**src/bmw_regs.svh**
```systemverilog
// Offsets, field positions, reset values and constants of the window registers
`ifndef BMW_REGS_SVH
`define BMW_REGS_SVH

`define BMW_OFF_MEM_LOW 8'h20
`define BMW_OFF_MEM_HIGH 8'h22
`define BMW_OFF_PREF_LOW 8'h24
`define BMW_OFF_PREF_HIGH 8'h26
`define BMW_OFF_PREF_LOW_UP 8'h28
`define BMW_OFF_PREF_HIGH_UP 8'h2c

`define BMW_FLD_MSB 15
`define BMW_FLD_LSB 4
`define BMW_FLD_W 12
`define BMW_LOW_W 20

`define BMW_RST_MEM 16'h0000
`define BMW_RST_PREF 16'h0001
`define BMW_RST_UP 32'h00000000
`define BMW_RST_FLD 12'h000

`define BMW_RSVD_NIBBLE 4'h0
`define BMW_WIDE_FLAG 4'h1
`define BMW_LOW_ZERO 20'h00000
`define BMW_LOW_ONES 20'hfffff
`define BMW_UP_ZERO 32'h00000000
`define BMW_RD_NONE 32'h00000000

`endif

```
**src/bmw_pkg.sv**
```systemverilog
// Types shared by the bridge memory window register bank
package bmw_pkg;

	typedef struct packed {
		logic wr;
		logic rd;
		logic [7:0] addr;
		logic [3:0] be;
		logic [31:0] wdata;
	} bmw_cfg_req_t;

	typedef struct packed {
		logic valid;
		logic [63:0] addr;
	} bmw_mem_req_t;

	typedef struct packed {
		logic valid;
		logic forward;
		logic mem_hit;
		logic pref_hit;
	} bmw_fwd_t;

endpackage

```
**src/bmw_top.sv**
```systemverilog
// Memory and prefetchable window registers with forwarding decode
`timescale 1ns/100ps
`include "bmw_regs.svh"

// Functional notes
// - Memory base field gives address bits 31:20, low zeros
// - Memory limit field gives bits 31:20, low ones
// - Forward memory cycles inside a programmed window
// - Memory base/limit bits 3:0 read zero
// - Prefetch base field gives bits 31:20, low zeros
// - Prefetch limit field gives bits 31:20, low ones
// - Prefetch bits 3:0 read 1, 64-bit flag
// - Offset 28h holds prefetch base bits 63:32
// - Offset 2Ch holds prefetch limit bits 63:32
// - Memory base and limit reset to zero
// - Prefetch base upper is 32-bit, resets zero
// - Prefetch limit upper is full 32-bit read/write
module bmw_top (
	input wire logic core_clk,
	input wire logic rst,
	input wire bmw_pkg::bmw_cfg_req_t cfg_req,
	output logic [31:0] cfg_rdata,
	output logic cfg_rvalid,
	input wire bmw_pkg::bmw_mem_req_t mem_req,
	output bmw_pkg::bmw_fwd_t fwd
);
	import bmw_pkg::*;

	logic [11:0] mem_window_low;
	logic [11:0] mem_window_high;
	logic [11:0] prefetch_window_low;
	logic [11:0] prefetch_window_high;
	logic [31:0] prefetch_base_high;
	logic [31:0] prefetch_limit_high;

	logic [11:0] next_mem_window_low;
	logic [11:0] next_mem_window_high;
	logic [11:0] next_prefetch_window_low;
	logic [11:0] next_prefetch_window_high;
	logic [31:0] next_prefetch_base_high;
	logic [31:0] next_prefetch_limit_high;
	logic [31:0] next_cfg_rdata;
	logic next_cfg_rvalid;
	bmw_fwd_t next_fwd;

	logic [31:0] mem_word;
	logic [31:0] pref_word;
	logic [31:0] mem_merged;
	logic [31:0] pref_merged;
	logic [31:0] mem_lo_addr;
	logic [31:0] mem_hi_addr;
	logic [63:0] pref_lo_addr;
	logic [63:0] pref_hi_addr;
	logic mem_empty;
	logic pref_empty;
	logic mem_in;
	logic pref_in;

	// Selects the dword that holds a given byte offset
	function automatic logic dword_hit(input logic [7:0] addr,
		input logic [7:0] off);
		dword_hit = (addr[7:2] == off[7:2]);
	endfunction

	// Byte-enable merge of write data into a stored dword
	function automatic logic [31:0] be_merge(input logic [31:0] old,
		input logic [31:0] nw, input logic [3:0] be);
		logic [31:0] res;
		res = old;
		for (int i = 0; i < 4; i++) begin
			if (be[i]) begin
				res[8*i +: 8] = nw[8*i +: 8];
			end
		end
		be_merge = res;
	endfunction

	// Dword views; base in low half, limit in high half
	always_comb begin
		mem_word = {mem_window_high, `BMW_RSVD_NIBBLE,
			mem_window_low, `BMW_RSVD_NIBBLE};
		pref_word = {prefetch_window_high, `BMW_WIDE_FLAG,
			prefetch_window_low, `BMW_WIDE_FLAG};
		mem_merged = be_merge(mem_word, cfg_req.wdata, cfg_req.be);
		pref_merged = be_merge(pref_word, cfg_req.wdata, cfg_req.be);
	end

	// Window bounds
	always_comb begin
		mem_lo_addr = {mem_window_low, `BMW_LOW_ZERO};
		mem_hi_addr = {mem_window_high, `BMW_LOW_ONES};
		pref_lo_addr = {prefetch_base_high, prefetch_window_low,
			`BMW_LOW_ZERO};
		pref_hi_addr = {prefetch_limit_high, prefetch_window_high,
			`BMW_LOW_ONES};
		mem_empty = (mem_lo_addr > mem_hi_addr);
		pref_empty = (pref_lo_addr > pref_hi_addr);
		mem_in = (mem_req.addr[63:32] == `BMW_UP_ZERO)
			&& (mem_req.addr[31:0] >= mem_lo_addr)
			&& (mem_req.addr[31:0] <= mem_hi_addr);
		pref_in = (mem_req.addr >= pref_lo_addr)
			&& (mem_req.addr <= pref_hi_addr);
	end

	// Register writes
	always_comb begin
		next_mem_window_low = mem_window_low;
		next_mem_window_high = mem_window_high;
		next_prefetch_window_low = prefetch_window_low;
		next_prefetch_window_high = prefetch_window_high;
		next_prefetch_base_high = prefetch_base_high;
		next_prefetch_limit_high = prefetch_limit_high;
		if (cfg_req.wr) begin
			if (dword_hit(cfg_req.addr, `BMW_OFF_MEM_LOW)) begin
				next_mem_window_low =
					mem_merged[`BMW_FLD_MSB:`BMW_FLD_LSB];
				next_mem_window_high =
					mem_merged[31:20];
			end
			if (dword_hit(cfg_req.addr, `BMW_OFF_PREF_LOW)) begin
				next_prefetch_window_low =
					pref_merged[`BMW_FLD_MSB:`BMW_FLD_LSB];
				next_prefetch_window_high =
					pref_merged[31:20];
			end
			if (dword_hit(cfg_req.addr, `BMW_OFF_PREF_LOW_UP)) begin
				next_prefetch_base_high = be_merge(prefetch_base_high,
					cfg_req.wdata, cfg_req.be);
			end
			if (dword_hit(cfg_req.addr, `BMW_OFF_PREF_HIGH_UP)) begin
				next_prefetch_limit_high = be_merge(prefetch_limit_high,
					cfg_req.wdata, cfg_req.be);
			end
		end
	end

	// Register reads; unmapped dwords read zero
	always_comb begin
		next_cfg_rvalid = cfg_req.rd;
		next_cfg_rdata = `BMW_RD_NONE;
		if (cfg_req.rd) begin
			if (dword_hit(cfg_req.addr, `BMW_OFF_MEM_LOW)) begin
				next_cfg_rdata = mem_word;
			end else if (dword_hit(cfg_req.addr, `BMW_OFF_PREF_LOW)) begin
				next_cfg_rdata = pref_word;
			end else if (dword_hit(cfg_req.addr,
				`BMW_OFF_PREF_LOW_UP)) begin
				next_cfg_rdata = prefetch_base_high;
			end else if (dword_hit(cfg_req.addr,
				`BMW_OFF_PREF_HIGH_UP)) begin
				next_cfg_rdata = prefetch_limit_high;
			end
		end
	end

	// Forwarding decision
	always_comb begin
		next_fwd.valid = mem_req.valid;
		next_fwd.mem_hit = mem_req.valid && mem_in && !mem_empty;
		next_fwd.pref_hit = mem_req.valid && pref_in
			&& !pref_empty;
		next_fwd.forward = next_fwd.mem_hit || next_fwd.pref_hit;
	end

	always_ff @(posedge core_clk) begin
		if (rst) begin
			mem_window_low <= `BMW_RST_FLD;
			mem_window_high <= `BMW_RST_FLD;
			prefetch_window_low <= `BMW_RST_FLD;
			prefetch_window_high <= `BMW_RST_FLD;
			prefetch_base_high <= `BMW_RST_UP;
			prefetch_limit_high <= `BMW_RST_UP;
			cfg_rdata <= `BMW_RD_NONE;
			cfg_rvalid <= 1'b0;
			fwd <= '0;
		end else begin
			mem_window_low <= next_mem_window_low;
			mem_window_high <= next_mem_window_high;
			prefetch_window_low <= next_prefetch_window_low;
			prefetch_window_high <= next_prefetch_window_high;
			prefetch_base_high <= next_prefetch_base_high;
			prefetch_limit_high <= next_prefetch_limit_high;
			cfg_rdata <= next_cfg_rdata;
			cfg_rvalid <= next_cfg_rvalid;
			fwd <= next_fwd;
		end
	end
endmodule

```
**config.mk**
```make
export PLATFORM = sky130hd
export DESIGN_NAME = bmw_top
export DESIGN_NICKNAME = d
export VERILOG_FILES = /design/src/bmw_pkg.sv /design/src/bmw_top.sv
export VERILOG_INCLUDE_DIRS = /design/src /design/src/src
export SDC_FILE = /design/constraint.sdc
export NUM_CORES = 1
export LEC_CHECK = 0
export BUFFER_PORTS_ARGS = -buffer_cell sky130_fd_sc_hd__buf_4
export CAP_MARGIN = 20
export CORE_MARGIN = 1.5
export CORE_UTILIZATION = 38
export CTS_BUF_LIST = sky130_fd_sc_hd__clkbuf_8
export DETAILED_ROUTE_END_ITERATION = 8
export PLACE_DENSITY_LB_ADDON = 0.12
export SLEW_MARGIN = 40
export SYNTH_ARGS = -nofsm -noshare
export SYNTH_HDL_FRONTEND = slang
export SYNTH_SLANG_ARGS = --single-unit
```
**constraint.sdc**
```tcl
create_clock -name core_clk -period 2 [get_ports core_clk]
set_input_delay 0.4 -clock core_clk [delete_from_list [all_inputs] [get_ports core_clk]]
set_output_delay 0.4 -clock core_clk [all_outputs]
set_load 0.005 [all_outputs]
```
After elaboration in Yosys (flattened, before gate mapping)
Index checks and enable logic that the tools add are counted.
{"block": "totals", "word_cells": 69, "out_inout_bits": 37, "inputBits": 113, "regBits": 149}
{"block": "op_classes", "mux": 4, "n_reduce_logical": 30, "n_lt_le_gt_ge": 6, "n_bitwise": 1, "eq_ne": 4}
{"operator": "32-bit two-way mux", "n": 4}
{"operator": "64-bit >= comparator", "n": 1}
{"operator": "64-bit greater-than comparator", "n": 1}
{"operator": "64-bit <= comparator", "n": 1}
{"operator": "3-bit AND reduction", "n": 16}
{"operator": "32-bit >= comparator", "n": 1}
{"operator": "32-bit greater-than comparator", "n": 1}
{"operator": "32-bit <= comparator", "n": 1}
{"operator": "32-bit zero test", "n": 1}
{"operator": "6-bit by 4-bit == test with 1-bit output (second input constant)", "n": 4}
{"operator": "1-bit logical AND", "n": 7}
{"operator": "4-bit OR reduction", "n": 1}
{"operator": "3-bit OR reduction", "n": 1}
{"operator": "1-bit zero test", "n": 2}
{"operator": "2-bit OR reduction", "n": 1}
{"operator": "1-bit logical OR", "n": 1}
{"operator": "1-bit inverter", "n": 1}

Depth between registers and ports, before layout
{"block": "depth", "depth_word": 6, "mapped_depth": 9, "depth_no_buf": 9}

Least setup slack after synthesis
Ideal clock, no wire load.
{"block": "synth_timing", "path_type": "input-to-reg", "startpoint": "input mem_req[53] in the netlist's numbering", "endpoint": "register fwd[2] in the netlist's numbering", "cell_stages": 8, "required_time_ps": 1930, "n_path_buf": 0, "setup_ps": 70, "setup_slack_ps": -161, "arrival_ps": 2091, "cell_sequence": "ha_1 > a21o_1 > a21o_1 > a221o_1 > a221o_1 > a221oi_2 > o22ai_1 > o21bai_1"}
{"block": "synth_via", "elab_chain_len": 6, "elab_cells_between_ends": 11, "classes_between": "order compare (2); reduce/logical (9)"}
{"element": "from (decl)", "line_no": "bmw_top.sv:24", "source": "input wire bmw_pkg::bmw_mem_req_t mem_req,"}
{"element": "branches (longest 5 deep; another with 64-bit >= comparator)"}
{"element": "1-bit logical OR (*)", "line_no": "bmw_top.sv:162", "source": "next_fwd.forward = next_fwd.mem_hit || next_fwd.pref_hit;"}
{"element": "to (signal assigned)", "line_no": "bmw_top.sv:185", "source": "fwd <= next_fwd;"}
{"element": "to (decl)", "line_no": "bmw_top.sv:25", "source": "output bmw_pkg::bmw_fwd_t fwd"}
Mark *: on every way between the ends.
A chain may end at the register's enable or synchronous reset.

Worst setup path after layout
{"block": "layout_timing", "startpoint": "register prefetch_limit_high[16]", "endpoint": "register fwd[2] in the netlist's numbering"}
{"block": "layout_via", "elab_chain_len": 5, "elab_cells_between_ends": 7, "classes_between": "order compare (2); reduce/logical (5)"}
{"element": "from (decl)", "line_no": "bmw_top.sv:34", "source": "logic [31:0] prefetch_limit_high;"}
{"element": "from (signal assigned)", "line_no": "bmw_top.sv:172", "source": "prefetch_limit_high <= `BMW_RST_UP;"}
{"element": "from (signal assigned)", "line_no": "bmw_top.sv:182", "source": "prefetch_limit_high <= next_prefetch_limit_high;"}
{"element": "64-bit <= comparator", "line_no": "bmw_top.sv:102", "source": "&& (mem_req.addr <= pref_hi_addr);"}
{"element": "1-bit logical AND", "line_no": "bmw_top.sv:102"}
{"element": "1-bit logical AND", "line_no": "bmw_top.sv:160", "source": "next_fwd.pref_hit = mem_req.valid && pref_in"}
{"element": "1-bit logical AND (*)", "line_no": "bmw_top.sv:161", "source": "&& !pref_empty;"}
{"element": "1-bit logical OR (*)", "line_no": "bmw_top.sv:162"}
Mark *: on every way between the ends. The rest lies on a longest branch, timed or not.

==> impl_results.md <==
- Status: finished, violations left
- Violations in the final reports: setup timing
- CP max FO: 2
- Power Density: 479 mW/mm^2
- Distinct cells, synth: between 50 and 60
- Proportion of synthesized area in mux cells: around 11%
- Standard cell core area: between 0.02 and 0.03 mm^2
- Final Hold Fails: 0
- Die Width: 164 um
- Number of antenna repair diodes: 0
- Share of synthesized registers carrying an async set or reset: 0%
- Share of the clock period used by the worst path: 123%
- Maximum capacitance violations: 0
- Post-synth EDFFs: 0
- HPWL Detailed: approximately 28000 um
- Combinational family with the most area after synthesis: adder cells
- Maximum number of pins on one net before global-route repair: between 80 and 90
- Clock-pin slew on the worst setup and hold paths: 100 ps
- Final weighted congestion in routability-driven placement: 0.916
- Launching element type of the critical path: flip-flop
- Timing-limited maximum frequency: between 400 and 500 MHz
- Total of hold buffers inserted after clock tree synthesis: 0
- Synthesized netlist net count: between 1000 and 1500
- Number of warnings issued by yosys: 0
- Standard cell area after detailed placement: ~0.013 mm^2
- #FFs+latches synth: around 150
- Design Power: 0.00670 W
- Share of layout cells above drive strength 1: roughly 33%
- Synthesized-area fraction occupied by xor and xnor cells: 0%
- Final slew viol count: 0
- Simple-Gate Fraction of Synth Area: ~17%
- Gate count of the mapped netlist: approximately 1200
- Top area cells in the synthesized netlist: sky130_fd_sc_hd__dfxtp_1, sky130_fd_sc_hd__ha_1, sky130_fd_sc_hd__mux2i_1
- Final routed DRC violation total: 0
- Total Wirelength: around 34000 um
- Worst-path cell chain: inv_1 -> buf_6 -> ha_4 -> and4_4 -> nand4_1 -> nor4_2 -> nand3_1 -> nor4_2 -> o22ai_2 -> o21bai_1
- Share of synthesized area occupied by flip-flops and latches: a little under a third
- Area of the die: 0.0269 mm^2
- Detailed router's first-iteration violation count: around 600
- Final Non-Filler Cells: around 1900
- Final Critical Period: 2460 ps
- Top cell type's share of synthesized area: between 30 and 40%
- Via count of the first global-routing pass: 9433
- Worst Setup Slack post-DPL: -431 ps
- Post-synth design cell area: 0.00984 mm^2
- Area Growth Syn to Fin: 42.1%
- Final setup violation count: 2
- DR WL/cell: 18.3 um
- Worst reg2reg path depth: 10
- Critical path start-end classification: reg2reg
- Average cell area after synthesis: 8.54 um^2
- Top_reg_cell synth: sky130_fd_sc_hd__dfxtp_1
- Total via count in the routed design: 9739
- Setup ws final: -461 ps
- Clock tree from TritonCTS: built
- Worst clock skew: around 20 ps
- Highest ir drop seen on vdd: between 0.0003 and 0.0004 V
- Leakage: around 6 nW
- Gr ovfl total: 0
- Initial antenna violation count: 2
- Num CTS Buffers: 17
- Top-level I/O count: 150
- Setup total negative slack: -854 ps
- Global-route wire length before repair: 51700 um
- Number of detailed-routing iterations run before antenna repair: 5
- Post-synth top area cell: sky130_fd_sc_hd__dfxtp_1
- GR Util All Layers: 25.7%
- CP endpoint kind: flip-flop
- Final non-filler cell area: 0.0140 mm^2
- Most instantiated library cell after synthesis: sky130_fd_sc_hd__ha_1
- Clock latency at the later pin of the worst-skew pair: around 470 ps
- CTS root buf: sky130_fd_sc_hd__clkbuf_8
- Type of the most critical hold path: in2reg
- Antenna Violating Nets Remaining: 0
- Die boundary height: about 160 um
- Post-synthesis adder-cell area fraction: 21.1%
- Number of cell rows: 58
- Critical Path Slowest Stage Cell: sky130_fd_sc_hd__nor4_2
- Clk buf depth: 2
- Final #Nets: about 1800
- Number of vias per cell after detailed routing: around 5.2
- Compound-Gate Fraction of Synth Area: between 10% and 20%
- Number of instances in the placed design: 1835
- Unrepaired setup endpoints after global routing: true
- Worst path max stage delay: 390 ps
- Req. time, crit path: about 2400 ps
- Buffers on Ports: about 150
- H-tree lvl count: 4
- Count of cells along the worst hold path: 3
- Most frequent cells after synthesis: sky130_fd_sc_hd__ha_1, sky130_fd_sc_hd__dfxtp_1, sky130_fd_sc_hd__nor2_1
- Most frequent cell on the critical path: sky130_fd_sc_hd__nor4_2
- Data arrival time at the worst-slack endpoint: around 2800 ps
- Starting utilization of the core area: between 30% and 40%
- Headroom to the max-slew limit: roughly half
- Actual slew at the worst max-slew pin: around 740 ps
- Number of clock sinks seen by CTS: 149
## metal layers
layer / track usage (%) / routed length, um
met2: 43.2 / 16000
met5: 0 / 11
met1: 33.4 / 15200
met3: 3.94 / 1930
met4: 8.43 / 992
## registers in the layout, indices dropped and copies added (netlist names)
name                  cells
cfg_rdata                32
cfg_rvalid                1
fwd                       4
mem_window_high          12
mem_window_low           12
prefetch_base_high       32
prefetch_limit_high      32
prefetch_window_high     12
prefetch_window_low      12
## worst paths after layout
kind                      startpoint                      end  slack (ps)
max          prefetch_limit_high[16]                   fwd[2]        -460
min                      cfg_req[19]  prefetch_limit_high[19]         170
max reg2reg  prefetch_limit_high[16]                   fwd[2]        -460
min reg2reg  prefetch_limit_high[22]  prefetch_limit_high[22]         490
## worst max-delay path, delay by kind of cell (launching register included)
| family | cells | cell delay (ps) |
|---|---|---|
| and+or+nand+nor | 5 | 1330 |
| adders and majority gates | 1 | 250 |
| DFF | 1 | 340 |
| buffers and inverters | 2 | 170 |
| AOI/OAI and AO/OA | 2 | 280 |
## cell type report
| cell class | instances | area (um^2) |
|---|---|---|
| Fill cell | 2400 | 11300 |
| Multi-Input combinational cell | 848 | 6510 |
| Timing Repair Buffer | 399 | 3170 |
| Sequential cell | 149 | 3000 |
| Inverter | 115 | 434 |
| Tap cell | 330 | 413 |
| Clock buffer | 18 | 248 |
| Clock inverter | 14 | 206 |
## per-stage QoR
step                      util [%]  hold WS [ps]
after floorplan                  -           439
after global placement        52.2           474
after detailed placement      52.2           482
after CTS                     54.3           149
after global routing          55.2           166
final                         55.2           173
## placed cells by master, fill, tap and decap left out, drive strengths merged, types with 5 or more instances in the layout
cell type / Yosys / final
and4: 12 / 12
dfxtp: 149 / 149
o21ai: 56 / 56
a21oi: 91 / 91
nor2: 147 / 147
a21o: 25 / 25
mux2i: 110 / 110
clkbuf: 27 / 18
buf: 13 / 399
a211oi: 6 / 6
inv: 115 / 124
nand3: 18 / 18
ha: 166 / 166
nand2: 69 / 69
nand4: 28 / 28
a22oi: 26 / 26
nor4: 16 / 16
a21boi: 5 / 5
and2: 5 / 5
nor3: 29 / 29
## what timing repair did
action / in CTS / in global routing
pin swaps: 7 / 20
gates resized for setup: 17 / 46
endpoints found under the setup margin: 3 / 3
buffers inserted: 2 / 4
## report_power, final
group	total (W)	switching [W]	internal, W
registers	0.00298	0.00000669	0.00297
logic	0.000980	0.000508	0.000473
clock network	0.00274	0.00140	0.00134
## cells by family (layout without fill, tap and decap cells)
logic type | Yosys count | in the layout
adders and majority gates | 166 | 166
muxes | 110 | 110
AOI/OAI and AO/OA | 231 | 231
DFF | 149 | 149
and+or+nand+nor | 341 | 341
buffers and inverters | 155 | 546
Note: power is estimated with default switching activity, not from simulation.
